--- src/include/sep_pkg.sv ---
// Constants, register map and state encodings of the serial EEPROM port.
// Assumes a single 200 MHz APB clock and pins that arrive asynchronously.
package sep_pkg;
  // APB map
  localparam int APB_AW = 4;
  localparam logic [3:0] REG_CTRL = 4'h0;
  localparam logic [3:0] REG_STATUS = 4'h4;
  localparam logic [3:0] REG_OPCOUNT = 4'h8;
  localparam int CTRL_LINK_EN = 0;
  localparam logic CTRL_LINK_EN_RST = 1'b1;
  localparam int ST_PROG_EN = 0;
  localparam int ST_BUSY = 1;
  localparam int ST_STRAP_X8 = 2;
  localparam int ST_SELECTED = 3;
  localparam int ST_POLLING = 4;
  // Pin positions in the synchroniser
  localparam int PIN_N = 4;
  localparam int PIN_SEL = 0;
  localparam int PIN_SCLK = 1;
  localparam int PIN_SI = 2;
  localparam int PIN_STRAP = 3;
  // Open strap reads as pulled up
  localparam logic [PIN_N-1:0] PIN_RST = 4'h8;
  // Array and instruction format
  localparam int MEM_BYTES = 128;
  localparam int OPC_W = 2;
  localparam int AW16 = 6;
  localparam int AW8 = 7;
  localparam logic [4:0] HDR16_LAST = 5'(OPC_W + AW16 - 1);
  localparam logic [4:0] HDR8_LAST = 5'(OPC_W + AW8 - 1);
  localparam logic [4:0] DAT16_LAST = 5'h0F;
  localparam logic [4:0] DAT8_LAST = 5'h07;
  localparam logic [1:0] OPC_SPECIAL = 2'h0;
  localparam logic [1:0] OPC_WRITE = 2'h1;
  localparam logic [1:0] OPC_READ = 2'h2;
  localparam logic [1:0] OPC_ERASE = 2'h3;
  localparam logic [1:0] SUB_LOCK = 2'h0;
  localparam logic [1:0] SUB_FILL = 2'h1;
  localparam logic [1:0] SUB_CLEAR = 2'h2;
  localparam logic [1:0] SUB_UNLOCK = 2'h3;
  localparam logic [7:0] ERASED_BYTE = 8'hFF;
  // Self-timed programming
  localparam longint PROG_TIME_MS = 10;
  localparam longint CLK_PERIOD_PS = 5000;
  localparam int PROG_CYCLES_DEF =
    int'(PROG_TIME_MS * 64'd1000000000 / CLK_PERIOD_PS);

  typedef enum logic [4:0] {
    S_IDLE = 5'b00001,
    S_HDR = 5'b00010,
    S_DIN = 5'b00100,
    S_DOUT = 5'b01000,
    S_DONE = 5'b10000
  } sep_state_e;

  typedef enum logic [4:0] {
    OP_NONE = 5'b00001,
    OP_ERASE = 5'b00010,
    OP_WRITE = 5'b00100,
    OP_CLEAR = 5'b01000,
    OP_FILL = 5'b10000
  } sep_op_e;
endpackage : sep_pkg

--- src/include/sep_pin_if.sv ---
// Filtered pin levels and their edge pulses, synchroniser to port logic.
// Assumes both ends run on the same pclk.
`timescale 1ns/10ps
interface sep_pin_if #(parameter int N = 4);
  logic [N-1:0] level;
  logic [N-1:0] rise;
  logic [N-1:0] fall;
  modport sync (output level, output rise, output fall);
  modport user (input level, input rise, input fall);
endinterface : sep_pin_if

--- src/hdl/sep_pin_sync.sv ---
// Three-stage pin synchroniser with agreement filter and edge pulses.
// Assumes raw inputs are asynchronous to pclk.
`timescale 1ns/10ps
module sep_pin_sync #(
  parameter int N = 4,
  parameter logic [N-1:0] RST = '0
) (
  input wire logic pclk,
  input wire logic presetn,
  input wire logic [N-1:0] raw,
  sep_pin_if.sync pins
);
  for (genvar i = 0; i < N; i++) begin : g_pin
    logic [2:0] sh;
    logic filt;
    logic rise_q;
    logic fall_q;
    // Only the second and third stages vote; the first settles metastability
    wire agree = sh[1] == sh[2];
    always_ff @(posedge pclk or negedge presetn) begin
      if (!presetn) begin
        sh <= {3{RST[i]}};
        filt <= RST[i];
        rise_q <= 1'b0;
        fall_q <= 1'b0;
      end else begin
        sh <= {sh[1:0], raw[i]};
        if (agree) begin
          filt <= sh[1];
        end
        rise_q <= agree & sh[1] & ~filt;
        fall_q <= agree & ~sh[1] & filt;
      end
    end
    assign pins.level[i] = filt;
    assign pins.rise[i] = rise_q;
    assign pins.fall[i] = fall_q;
  end
endmodule : sep_pin_sync

--- src/hdl/sep_eeprom_port.sv ---
// Serial EEPROM command port with its array, behind an APB status slave.
// Assumes shift clock far slower than pclk; pins are asynchronous.
`timescale 1ns/10ps
module sep_eeprom_port
  import sep_pkg::*;
#(
  parameter int PROG_CYCLES = PROG_CYCLES_DEF
) (
  input wire logic pclk,
  input wire logic presetn,
  input wire logic psel,
  input wire logic penable,
  input wire logic pwrite,
  input wire logic [APB_AW-1:0] paddr,
  input wire logic [31:0] pwdata,
  output logic [31:0] prdata,
  output logic pready,
  output logic pslverr,
  input wire logic select,
  input wire logic shift_clock,
  input wire logic serial_input,
  input wire logic width_strap,
  output logic serial_out,
  output logic serial_oe
);

  ////////////////////////////////////////////////////////////////////////////
  // Pin conditioning

  sep_pin_if #(.N(PIN_N)) pins ();

  sep_pin_sync #(.N(PIN_N), .RST(PIN_RST)) u_sync (
    .pclk(pclk),
    .presetn(presetn),
    .raw({width_strap, serial_input, shift_clock, select}),
    .pins(pins)
  );

  logic link_en;
  logic sel_q;
  sep_state_e st;
  sep_op_e cmd_q;
  sep_op_e op_q;
  logic [4:0] cnt;
  logic [7:0] hdr_q;
  logic [15:0] din_q;
  logic [15:0] rd_q;
  logic [6:0] addr_q;
  logic strap_x8;
  logic prog_en;
  logic busy;
  logic poll;
  logic rel;
  logic [31:0] bcnt;
  logic [31:0] opcount;
  logic [6:0] p_addr;
  logic [15:0] p_data;
  logic p_x8;
  logic [7:0] mem [MEM_BYTES];

  // Link disable from software looks like a deselect
  wire sel_act = pins.level[PIN_SEL] & link_en;
  wire sel_fall = sel_q & ~sel_act;
  wire sclk_rise = sel_act & pins.rise[PIN_SCLK];
  wire sclk_fall = sel_act & pins.fall[PIN_SCLK];
  wire si = pins.level[PIN_SI];
  wire x8_now = ~pins.level[PIN_STRAP];

  ////////////////////////////////////////////////////////////////////////////
  // Instruction decode

  wire [8:0] hdr_full = {hdr_q, si};
  wire [4:0] hdr_last_n = strap_x8 ? HDR8_LAST : HDR16_LAST;
  wire [4:0] dat_last_n = strap_x8 ? DAT8_LAST : DAT16_LAST;
  wire hdr_last = cnt == hdr_last_n;
  wire dat_last = cnt == dat_last_n;
  wire [1:0] opc = strap_x8 ? hdr_full[8:7] : hdr_full[7:6];
  wire [6:0] waddr = strap_x8 ? hdr_full[6:0] : {1'b0, hdr_full[5:0]};
  wire [1:0] sub = strap_x8 ? hdr_full[6:5] : hdr_full[5:4];
  wire dec_now = sclk_rise & (st == S_HDR) & hdr_last;
  wire start_bit = sclk_rise & si & ~busy & (st == S_IDLE);

  wire is_read = opc == OPC_READ;
  wire is_special = opc == OPC_SPECIAL;
  wire is_fill = is_special & (sub == SUB_FILL);
  wire is_clear = is_special & (sub == SUB_CLEAR);

  // Command kept only while unlocked; locked commands leave the array alone
  sep_op_e dec_op;
  always_comb begin
    dec_op = OP_NONE;
    if (prog_en) begin
      case (opc)
        OPC_ERASE: dec_op = OP_ERASE;
        OPC_WRITE: dec_op = OP_WRITE;
        default: begin
          if (is_clear) begin
            dec_op = OP_CLEAR;
          end else if (is_fill) begin
            dec_op = OP_FILL;
          end
        end
      endcase
    end
  end

  ////////////////////////////////////////////////////////////////////////////
  // Link state machine

  always_ff @(posedge pclk or negedge presetn) begin
    if (!presetn) begin
      sel_q <= 1'b0;
    end else begin
      sel_q <= sel_act;
    end
  end

  always_ff @(posedge pclk or negedge presetn) begin
    if (!presetn) begin
      st <= S_IDLE;
      cnt <= 5'h00;
      hdr_q <= 8'h00;
      din_q <= 16'h0000;
      addr_q <= 7'h00;
      strap_x8 <= 1'b0;
      cmd_q <= OP_NONE;
    end else if (!sel_act) begin
      // Partial instruction is dropped on deselect
      st <= S_IDLE;
      cnt <= 5'h00;
      cmd_q <= OP_NONE;
    end else if (sclk_rise) begin
      case (st)
        S_IDLE: begin
          // Busy array ignores new work; polling still works
          if (si && !busy) begin
            st <= S_HDR;
            cnt <= 5'h00;
            strap_x8 <= x8_now;
          end
        end
        S_HDR: begin
          hdr_q <= hdr_full[7:0];
          cnt <= cnt + 5'h01;
          if (hdr_last) begin
            addr_q <= waddr;
            cmd_q <= dec_op;
            cnt <= 5'h00;
            if (is_read) begin
              st <= S_DOUT;
            end else if (opc == OPC_WRITE || is_fill) begin
              st <= S_DIN;
            end else begin
              st <= S_DONE;
            end
          end
        end
        S_DIN: begin
          din_q <= {din_q[14:0], si};
          cnt <= cnt + 5'h01;
          if (dat_last) begin
            st <= S_DONE;
          end
        end
        S_DOUT: begin
          cnt <= cnt + 5'h01;
          if (dat_last) begin
            st <= S_DONE;
          end
        end
        S_DONE: begin
          st <= S_DONE;
        end
        default: begin
          st <= S_IDLE;
        end
      endcase
    end
  end

  ////////////////////////////////////////////////////////////////////////////
  // Programming lock

  always_ff @(posedge pclk or negedge presetn) begin
    if (!presetn) begin
      prog_en <= 1'b0;
    end else if (dec_now && is_special && sub == SUB_UNLOCK) begin
      prog_en <= 1'b1;
    end else if (dec_now && is_special && sub == SUB_LOCK) begin
      prog_en <= 1'b0;
    end
  end

  ////////////////////////////////////////////////////////////////////////////
  // Self-timed cycle

  // Launch only for a complete instruction, on the deselecting edge
  wire launch = sel_fall & (st == S_DONE) & (cmd_q != OP_NONE);
  wire prog_done = busy & (bcnt == 32'(PROG_CYCLES - 1));

  always_ff @(posedge pclk or negedge presetn) begin
    if (!presetn) begin
      busy <= 1'b0;
      bcnt <= 32'h0000_0000;
      op_q <= OP_NONE;
      p_addr <= 7'h00;
      p_data <= 16'h0000;
      p_x8 <= 1'b0;
    end else if (launch) begin
      busy <= 1'b1;
      bcnt <= 32'h0000_0000;
      op_q <= cmd_q;
      p_addr <= addr_q;
      p_data <= din_q;
      p_x8 <= strap_x8;
    end else if (busy) begin
      // Runs from pclk alone, shift clock not needed
      bcnt <= bcnt + 32'h0000_0001;
      if (prog_done) begin
        busy <= 1'b0;
      end
    end
  end

  always_ff @(posedge pclk or negedge presetn) begin
    if (!presetn) begin
      opcount <= 32'h0000_0000;
    end else if (prog_done) begin
      opcount <= opcount + 32'h0000_0001;
    end
  end

  // Byte lane of a word: even byte holds the upper half in 64x16
  function automatic logic byte_hit(input int idx, input logic [6:0] a,
                                    input logic x8);
    logic [6:0] i7;
    i7 = 7'(idx);
    byte_hit = x8 ? (i7 == a) : (i7[6:1] == a[5:0]);
  endfunction : byte_hit

  function automatic logic [7:0] byte_of(input int idx,
                                         input logic [15:0] d,
                                         input logic x8);
    logic [6:0] i7;
    i7 = 7'(idx);
    byte_of = (x8 || i7[0]) ? d[7:0] : d[15:8];
  endfunction : byte_of

  // Array updated at the end of the cycle; erase leaves all ones
  always_ff @(posedge pclk) begin
    if (prog_done) begin
      for (int i = 0; i < MEM_BYTES; i++) begin
        case (op_q)
          OP_ERASE: begin
            if (byte_hit(i, p_addr, p_x8)) begin
              mem[i] <= ERASED_BYTE;
            end
          end
          OP_WRITE: begin
            // Built-in erase, so old contents do not matter
            if (byte_hit(i, p_addr, p_x8)) begin
              mem[i] <= byte_of(i, p_data, p_x8);
            end
          end
          OP_CLEAR: mem[i] <= ERASED_BYTE;
          // Fill only pulls bits low; unerased cells keep their zeros
          OP_FILL: mem[i] <= mem[i] & byte_of(i, p_data, p_x8);
          default: mem[i] <= mem[i];
        endcase
      end
    end
  end

  ////////////////////////////////////////////////////////////////////////////
  // Serial output

  wire [7:0] rd_hi = mem[{waddr[5:0], 1'b0}];
  wire [7:0] rd_lo = mem[{waddr[5:0], 1'b1}];
  wire [15:0] rd_word = strap_x8 ? {mem[waddr], 8'h00} : {rd_hi, rd_lo};

  always_ff @(posedge pclk or negedge presetn) begin
    if (!presetn) begin
      poll <= 1'b0;
    end else if (launch) begin
      poll <= 1'b1;
    end else if (start_bit) begin
      poll <= 1'b0;
    end
  end

  always_ff @(posedge pclk or negedge presetn) begin
    if (!presetn) begin
      serial_oe <= 1'b0;
      serial_out <= 1'b0;
      rd_q <= 16'h0000;
      rel <= 1'b0;
    end else if (!sel_act) begin
      serial_oe <= 1'b0;
      rel <= 1'b0;
    end else if (rel && sclk_fall) begin
      // Stays released until deselect or a read takes the line
      serial_oe <= 1'b0;
    end else if (dec_now && is_read) begin
      serial_oe <= 1'b1;
      serial_out <= 1'b0;
      rd_q <= rd_word;
      rel <= 1'b0;
    end else if (st == S_DOUT && sclk_rise) begin
      serial_out <= rd_q[15];
      rd_q <= {rd_q[14:0], 1'b0};
    end else if (poll && st == S_IDLE && !rel) begin
      serial_oe <= 1'b1;
      serial_out <= ~busy;
      if (sclk_rise && si) begin
        rel <= 1'b1;
      end
    end
  end

  ////////////////////////////////////////////////////////////////////////////
  // APB slave

  wire apb_setup = psel & ~penable;
  wire apb_done = psel & penable & pready;
  wire hit_ctrl = paddr == REG_CTRL;
  wire hit_stat = paddr == REG_STATUS;
  wire hit_cnt = paddr == REG_OPCOUNT;
  wire hit_any = hit_ctrl | hit_stat | hit_cnt;

  logic [31:0] stat_word;
  logic [31:0] rd_mux;
  always_comb begin
    stat_word = 32'h0000_0000;
    stat_word[ST_PROG_EN] = prog_en;
    stat_word[ST_BUSY] = busy;
    stat_word[ST_STRAP_X8] = x8_now;
    stat_word[ST_SELECTED] = sel_act;
    stat_word[ST_POLLING] = poll;
    rd_mux = 32'h0000_0000;
    if (hit_ctrl) begin
      rd_mux[CTRL_LINK_EN] = link_en;
    end else if (hit_stat) begin
      rd_mux = stat_word;
    end else if (hit_cnt) begin
      rd_mux = opcount;
    end
  end

  // Answer in the first access cycle: no wait states
  always_ff @(posedge pclk or negedge presetn) begin
    if (!presetn) begin
      pready <= 1'b0;
      pslverr <= 1'b0;
      prdata <= 32'h0000_0000;
    end else begin
      pready <= apb_setup;
      pslverr <= apb_setup & ~hit_any;
      if (apb_setup) begin
        prdata <= pwrite ? 32'h0000_0000 : rd_mux;
      end
    end
  end

  always_ff @(posedge pclk or negedge presetn) begin
    if (!presetn) begin
      link_en <= CTRL_LINK_EN_RST;
    end else if (apb_done && pwrite && hit_ctrl) begin
      link_en <= pwdata[CTRL_LINK_EN];
    end
  end

endmodule : sep_eeprom_port

--- config.mk ---
export PLATFORM = sky130hd
export DESIGN_NAME = sep_eeprom_port
export DESIGN_NICKNAME = d
export VERILOG_FILES = /design/src/include/sep_pkg.sv /design/src/include/sep_pin_if.sv /design/src/hdl/sep_pin_sync.sv /design/src/hdl/sep_eeprom_port.sv
export SDC_FILE = /design/constraint.sdc
export NUM_CORES = 2
export LEC_CHECK = 0
export BUFFER_PORTS_ARGS = -buffer_cell sky130_fd_sc_hd__buf_2
export CAP_MARGIN = 20
export CELL_PAD_IN_SITES_DETAIL_PLACEMENT = 0
export CELL_PAD_IN_SITES_GLOBAL_PLACEMENT = 1
export CORE_MARGIN = 3
export CORE_UTILIZATION = 45
export CTS_CLUSTER_DIAMETER = 30
export CTS_CLUSTER_SIZE = 14
export DETAILED_ROUTE_END_ITERATION = 12
export MAX_ROUTING_LAYER = met4
export PLACE_DENSITY = 0.71
export SYNTH_ARGS = -nofsm -noshare
export SYNTH_HDL_FRONTEND = slang
export SYNTH_SLANG_ARGS = --single-unit
--- constraint.sdc ---
create_clock -name pclk -period 4.1 [get_ports pclk]
set_input_delay 0.205 -clock pclk [delete_from_list [all_inputs] [get_ports pclk]]
set_output_delay 0.205 -clock pclk [all_outputs]
set_load 0.02 [all_outputs]
==> impl_metrics.toml <==
[outcome]
run_status = "complete, but fails checks"
failing_checks = "negative hold slack"

[floorplan]
coreArea_um2 = 153000
num_rows = 143
io_pins = 81
die_wd_um = 400
starting_density_of_the_core_pct = 45.6
area_enclosed_by_the_die_boundary_um2 = 160000
dieHeight_um = 400

[sta]
timing.slew.headroom_pct = 9.03
worst_skew_ps = 108
finalSetupViolCount = 0
timing_hold_violations_final = 5
finalWorstPathRequiredPeriod_ps = 3890
whs_ps = -15.2
grt_setup_unrepaired = "false"
finalMaxSlewViolations = 0
tightest_slew_ps = 1330
post-route-period-util_pct = 94.8
maxClockFrequency_mhz = 257
totalNegativeSetupSlack_ps = 0

[clock_network]
cts_buffers = 320
clock-sinks = 1240
clock_tree.htree_level_count = 5
post_cts.repair.setup_buffers = 0
ctsLongestPathBuffers = 4
cts_root_buffer = "sky130_fd_sc_hd__clkbuf_16"
clkTransAtPathRegs_ps = 50
post_cts_resized = 0
worst_skew_pair.late_latency_ps = 980
postCtsHoldBufs = 28
tritoncts_clock_tree = "built"

[synthesis]
mappedNetlistNets = 5829
synth-seq-area-share_pct = 51.9
syn-cell-area_um2 = 69700
yosysUniqueCellTypes = 76
postSynth.asyncResetShare_pct = 17.4
synthFlopType = "sky130_fd_sc_hd__edfxtp_1"
synth_area_per_cell_um2 = 12.1
number_of_enable_type_register_cells_in_the_synthesized_netlist = 1024
synth-seq-cells = 1240
synthesis.instances = 5779
synth_warnings = 0

[drt]
first_iter_violations = 9317
finalWirelength_um = 278000
route.antenna.remaining_nets = 0
post_drt_wl_per_cell_um = 33.2
drc = 0
via_count = 56700
detail_route.vias_per_cell = 6.78
total_iterations_of_the_first_detailed_routing_run = 6

[final_layout]
drive_above_1_share_pct = 27.1
final_net_count = 6140
layout_commonest_cell = "sky130_fd_sc_hd__nand2_1"
area_added_between_synthesis_and_finish_pct = 22.1
final_cell_mix = "sky130_fd_sc_hd__nand2_1, sky130_fd_sc_hd__edfxtp_1, sky130_fd_sc_hd__o21ai_0"

[grt]
vias_in_the_first_global_route = 54500
first_pass_grt_wire_length_um = 397000
globalRouteOverflowTotal = 0
groute.usage.overall_pct = 35.7
maximum_number_of_pins_on_one_net_before_global_route_repair = 171
grt_antenna_before_repair = 20

[min_path]
timing.hold.worst.class = "primary input to async pin"

[worst_setup_path]
cp_common_cell = "sky130_fd_sc_hd__a2111oi_0"
timing.critical_path.cells = "buf_12 -> mux4_2 -> a2111oi_0 -> buf_4 -> a2111oi_0 -> a311o_1 -> a2111oi_0 -> a21boi_0"
startpoint_type = "register"
path_buf_inv = 2
critical_path.top_delay_family = "compound AO/OA/AOI/OAI gates"
peak_per_stage_delay_on_the_critical_path_ps = 940
required_ps = 4880
r2r_cells = 8
timing.critical_path.slowest_stage_cell = "sky130_fd_sc_hd__dfrtp_4"
timing.critical_path.arrival_ps = 4660
setup.worst_path.end_class = "register"
timing.setup.critical_path_class = "register to register"
stages_on_the_worst_setup_path = 8
crit_fanout = 49
rrSetupSlack_ps = 210

[placement]
port_buffers = 49
post-dp-hpwl_um = 191000
gp_congestion = 1.05

[pwr]
p_leak_uw = 0.0303
vdd_ir_drop_max_mv = 0.430
post-layout-total-power_uw = 39300
p_per_area_nw_per_um2 = 462

[job]
timing.max_cap.violations = 0
-- sequential cells by signal, indices dropped and copies added, names as in the netlist, 4 cells and up --
signal and cells:
op_q 5, rd_q 16, hdr_q 8, u_sync.g_pin.filt 4, din_q 16, p_data 16
mem 1024, st 5, cmd_q 5, cnt 5, prdata 32, addr_q 7
bcnt 32, u_sync.g_pin.sh 12, opcount 32, p_addr 7
-- metal layers --
layer / track usage [%] / part of all wire, %
met5: - / 0
met4: 21.3 / 6.9
met3: 9.84 / 13
met2: 51.3 / 44
met1: 45.2 / 36
-- where the power goes --
| group | leakage (µW) | total (µW) | internal (µW) | switching [µW] |
|---|---|---|---|---|
| Combinational | 0.0101 | 682 | 298 | 384 |
| Sequential | 0.0151 | 13500 | 13500 | 13.7 |
| Clock | 0.00516 | 25100 | 17400 | 7720 |
| Total | 0.0303 | 39300 | 31200 | 8120 |
-- worst paths after layout --
path / startpoint / endpoint
min in group pclk: penable / link_en
setup reg to reg: hdr_q[0] / rd_q[10]
max in group asynchronous: presetn / bcnt[14]
setup / recovery: hdr_q[0] / rd_q[10]
hold reg to reg: u_sync.g_pin[3].sh[0] / u_sync.g_pin[3].sh[1]
hold / removal: presetn / opcount[16]
-- cells in the mapped netlist, types with 6 or more instances --
cell	instances	area share, %
sky130_fd_sc_hd__and4_1	6	0.075
sky130_fd_sc_hd__mux4_2	580	19
sky130_fd_sc_hd__a21oi_1	130	0.93
sky130_fd_sc_hd__a211oi_1	15	0.16
sky130_fd_sc_hd__nor4_1	11	0.099
sky130_fd_sc_hd__nand2_1	1055	5.7
sky130_fd_sc_hd__and2_1	7	0.063
sky130_fd_sc_hd__nand3_1	435	3.1
sky130_fd_sc_hd__edfxtp_1	1024	44
sky130_fd_sc_hd__nand4_1	21	0.19
sky130_fd_sc_hd__buf_6	7	0.11
sky130_fd_sc_hd__buf_2	126	0.90
sky130_fd_sc_hd__and3_1	19	0.17
sky130_fd_sc_hd__nor3_1	55	0.39
sky130_fd_sc_hd__dfstp_2	8	0.30
sky130_fd_sc_hd__o21ai_1	68	0.49
sky130_fd_sc_hd__nor2_1	210	1.1
sky130_fd_sc_hd__xor2_1	35	0.44
sky130_fd_sc_hd__o21ai_2	52	0.65
sky130_fd_sc_hd__nand3b_1	6	0.065
sky130_fd_sc_hd__o221ai_1	6	0.075
sky130_fd_sc_hd__clkbuf_1	323	1.7
sky130_fd_sc_hd__xnor2_1	32	0.40
sky130_fd_sc_hd__mux2i_1	63	0.90
sky130_fd_sc_hd__nand2b_1	24	0.22
sky130_fd_sc_hd__a31oi_1	24	0.22
sky130_fd_sc_hd__dfrtp_1	208	7.5
sky130_fd_sc_hd__buf_1	24	0.13
sky130_fd_sc_hd__o21ai_0	724	5.2
sky130_fd_sc_hd__o31ai_1	7	0.075
sky130_fd_sc_hd__a22o_1	31	0.39
sky130_fd_sc_hd__a211o_1	122	1.5
sky130_fd_sc_hd__mux2_2	71	1.1
sky130_fd_sc_hd__a22oi_1	14	0.15
sky130_fd_sc_hd__nor2b_1	20	0.18
sky130_fd_sc_hd__inv_1	18	0.097
sky130_fd_sc_hd__o22ai_1	60	0.54
sky130_fd_sc_hd__o211ai_1	6	0.065
sky130_fd_sc_hd__a2111oi_0	9	0.11
sky130_fd_sc_hd__buf_4	35	0.38
sky130_fd_sc_hd__o21a_2	8	0.10
-- stage by stage --
| step | util, % | worst slack [ps] | std cells | area [µm²] |
|---|---|---|---|---|
| 2_1_floorplan | - | 970 | 5779 | 69700 |
| 6_report | 55.6 | 214 | 8373 | 85100 |
| 3_3_place_gp | 48.4 | 334 | 7753 | 74100 |
| 3_5_place_dp | 48.4 | 366 | 7753 | 74100 |
| 5_1_grt | 55.6 | 184 | 8370 | 85100 |
| 4_1_cts | 55.5 | 319 | 8338 | 85000 |
-- cells by family after synthesis --
| logic type | after synthesis | synth area share [%] |
|---|---|---|
| compound gates | 1318 | 11.2 |
| xor+xnor | 67 | 0.842 |
| fa+ha+maj | 8 | 0.133 |
| buf+inv | 536 | 3.38 |
| flops | 1240 | 51.9 |
| mux | 714 | 20.8 |
| simple gates | 1896 | 11.8 |
-- layout make-up --
class / count / area, µm²
fill: 12800 / 67900
sequential: 1240 / 36200
multi-input combinational: 4003 / 31300
clock buffer: 376 / 8450
timing repair buffer: 504 / 4320
tap: 2030 / 2540
clock inverter: 181 / 2170
inverter: 21 / 83.8
antenna: 18 / 45.0
No activity file was read; power rests on OpenSTA's default activity.
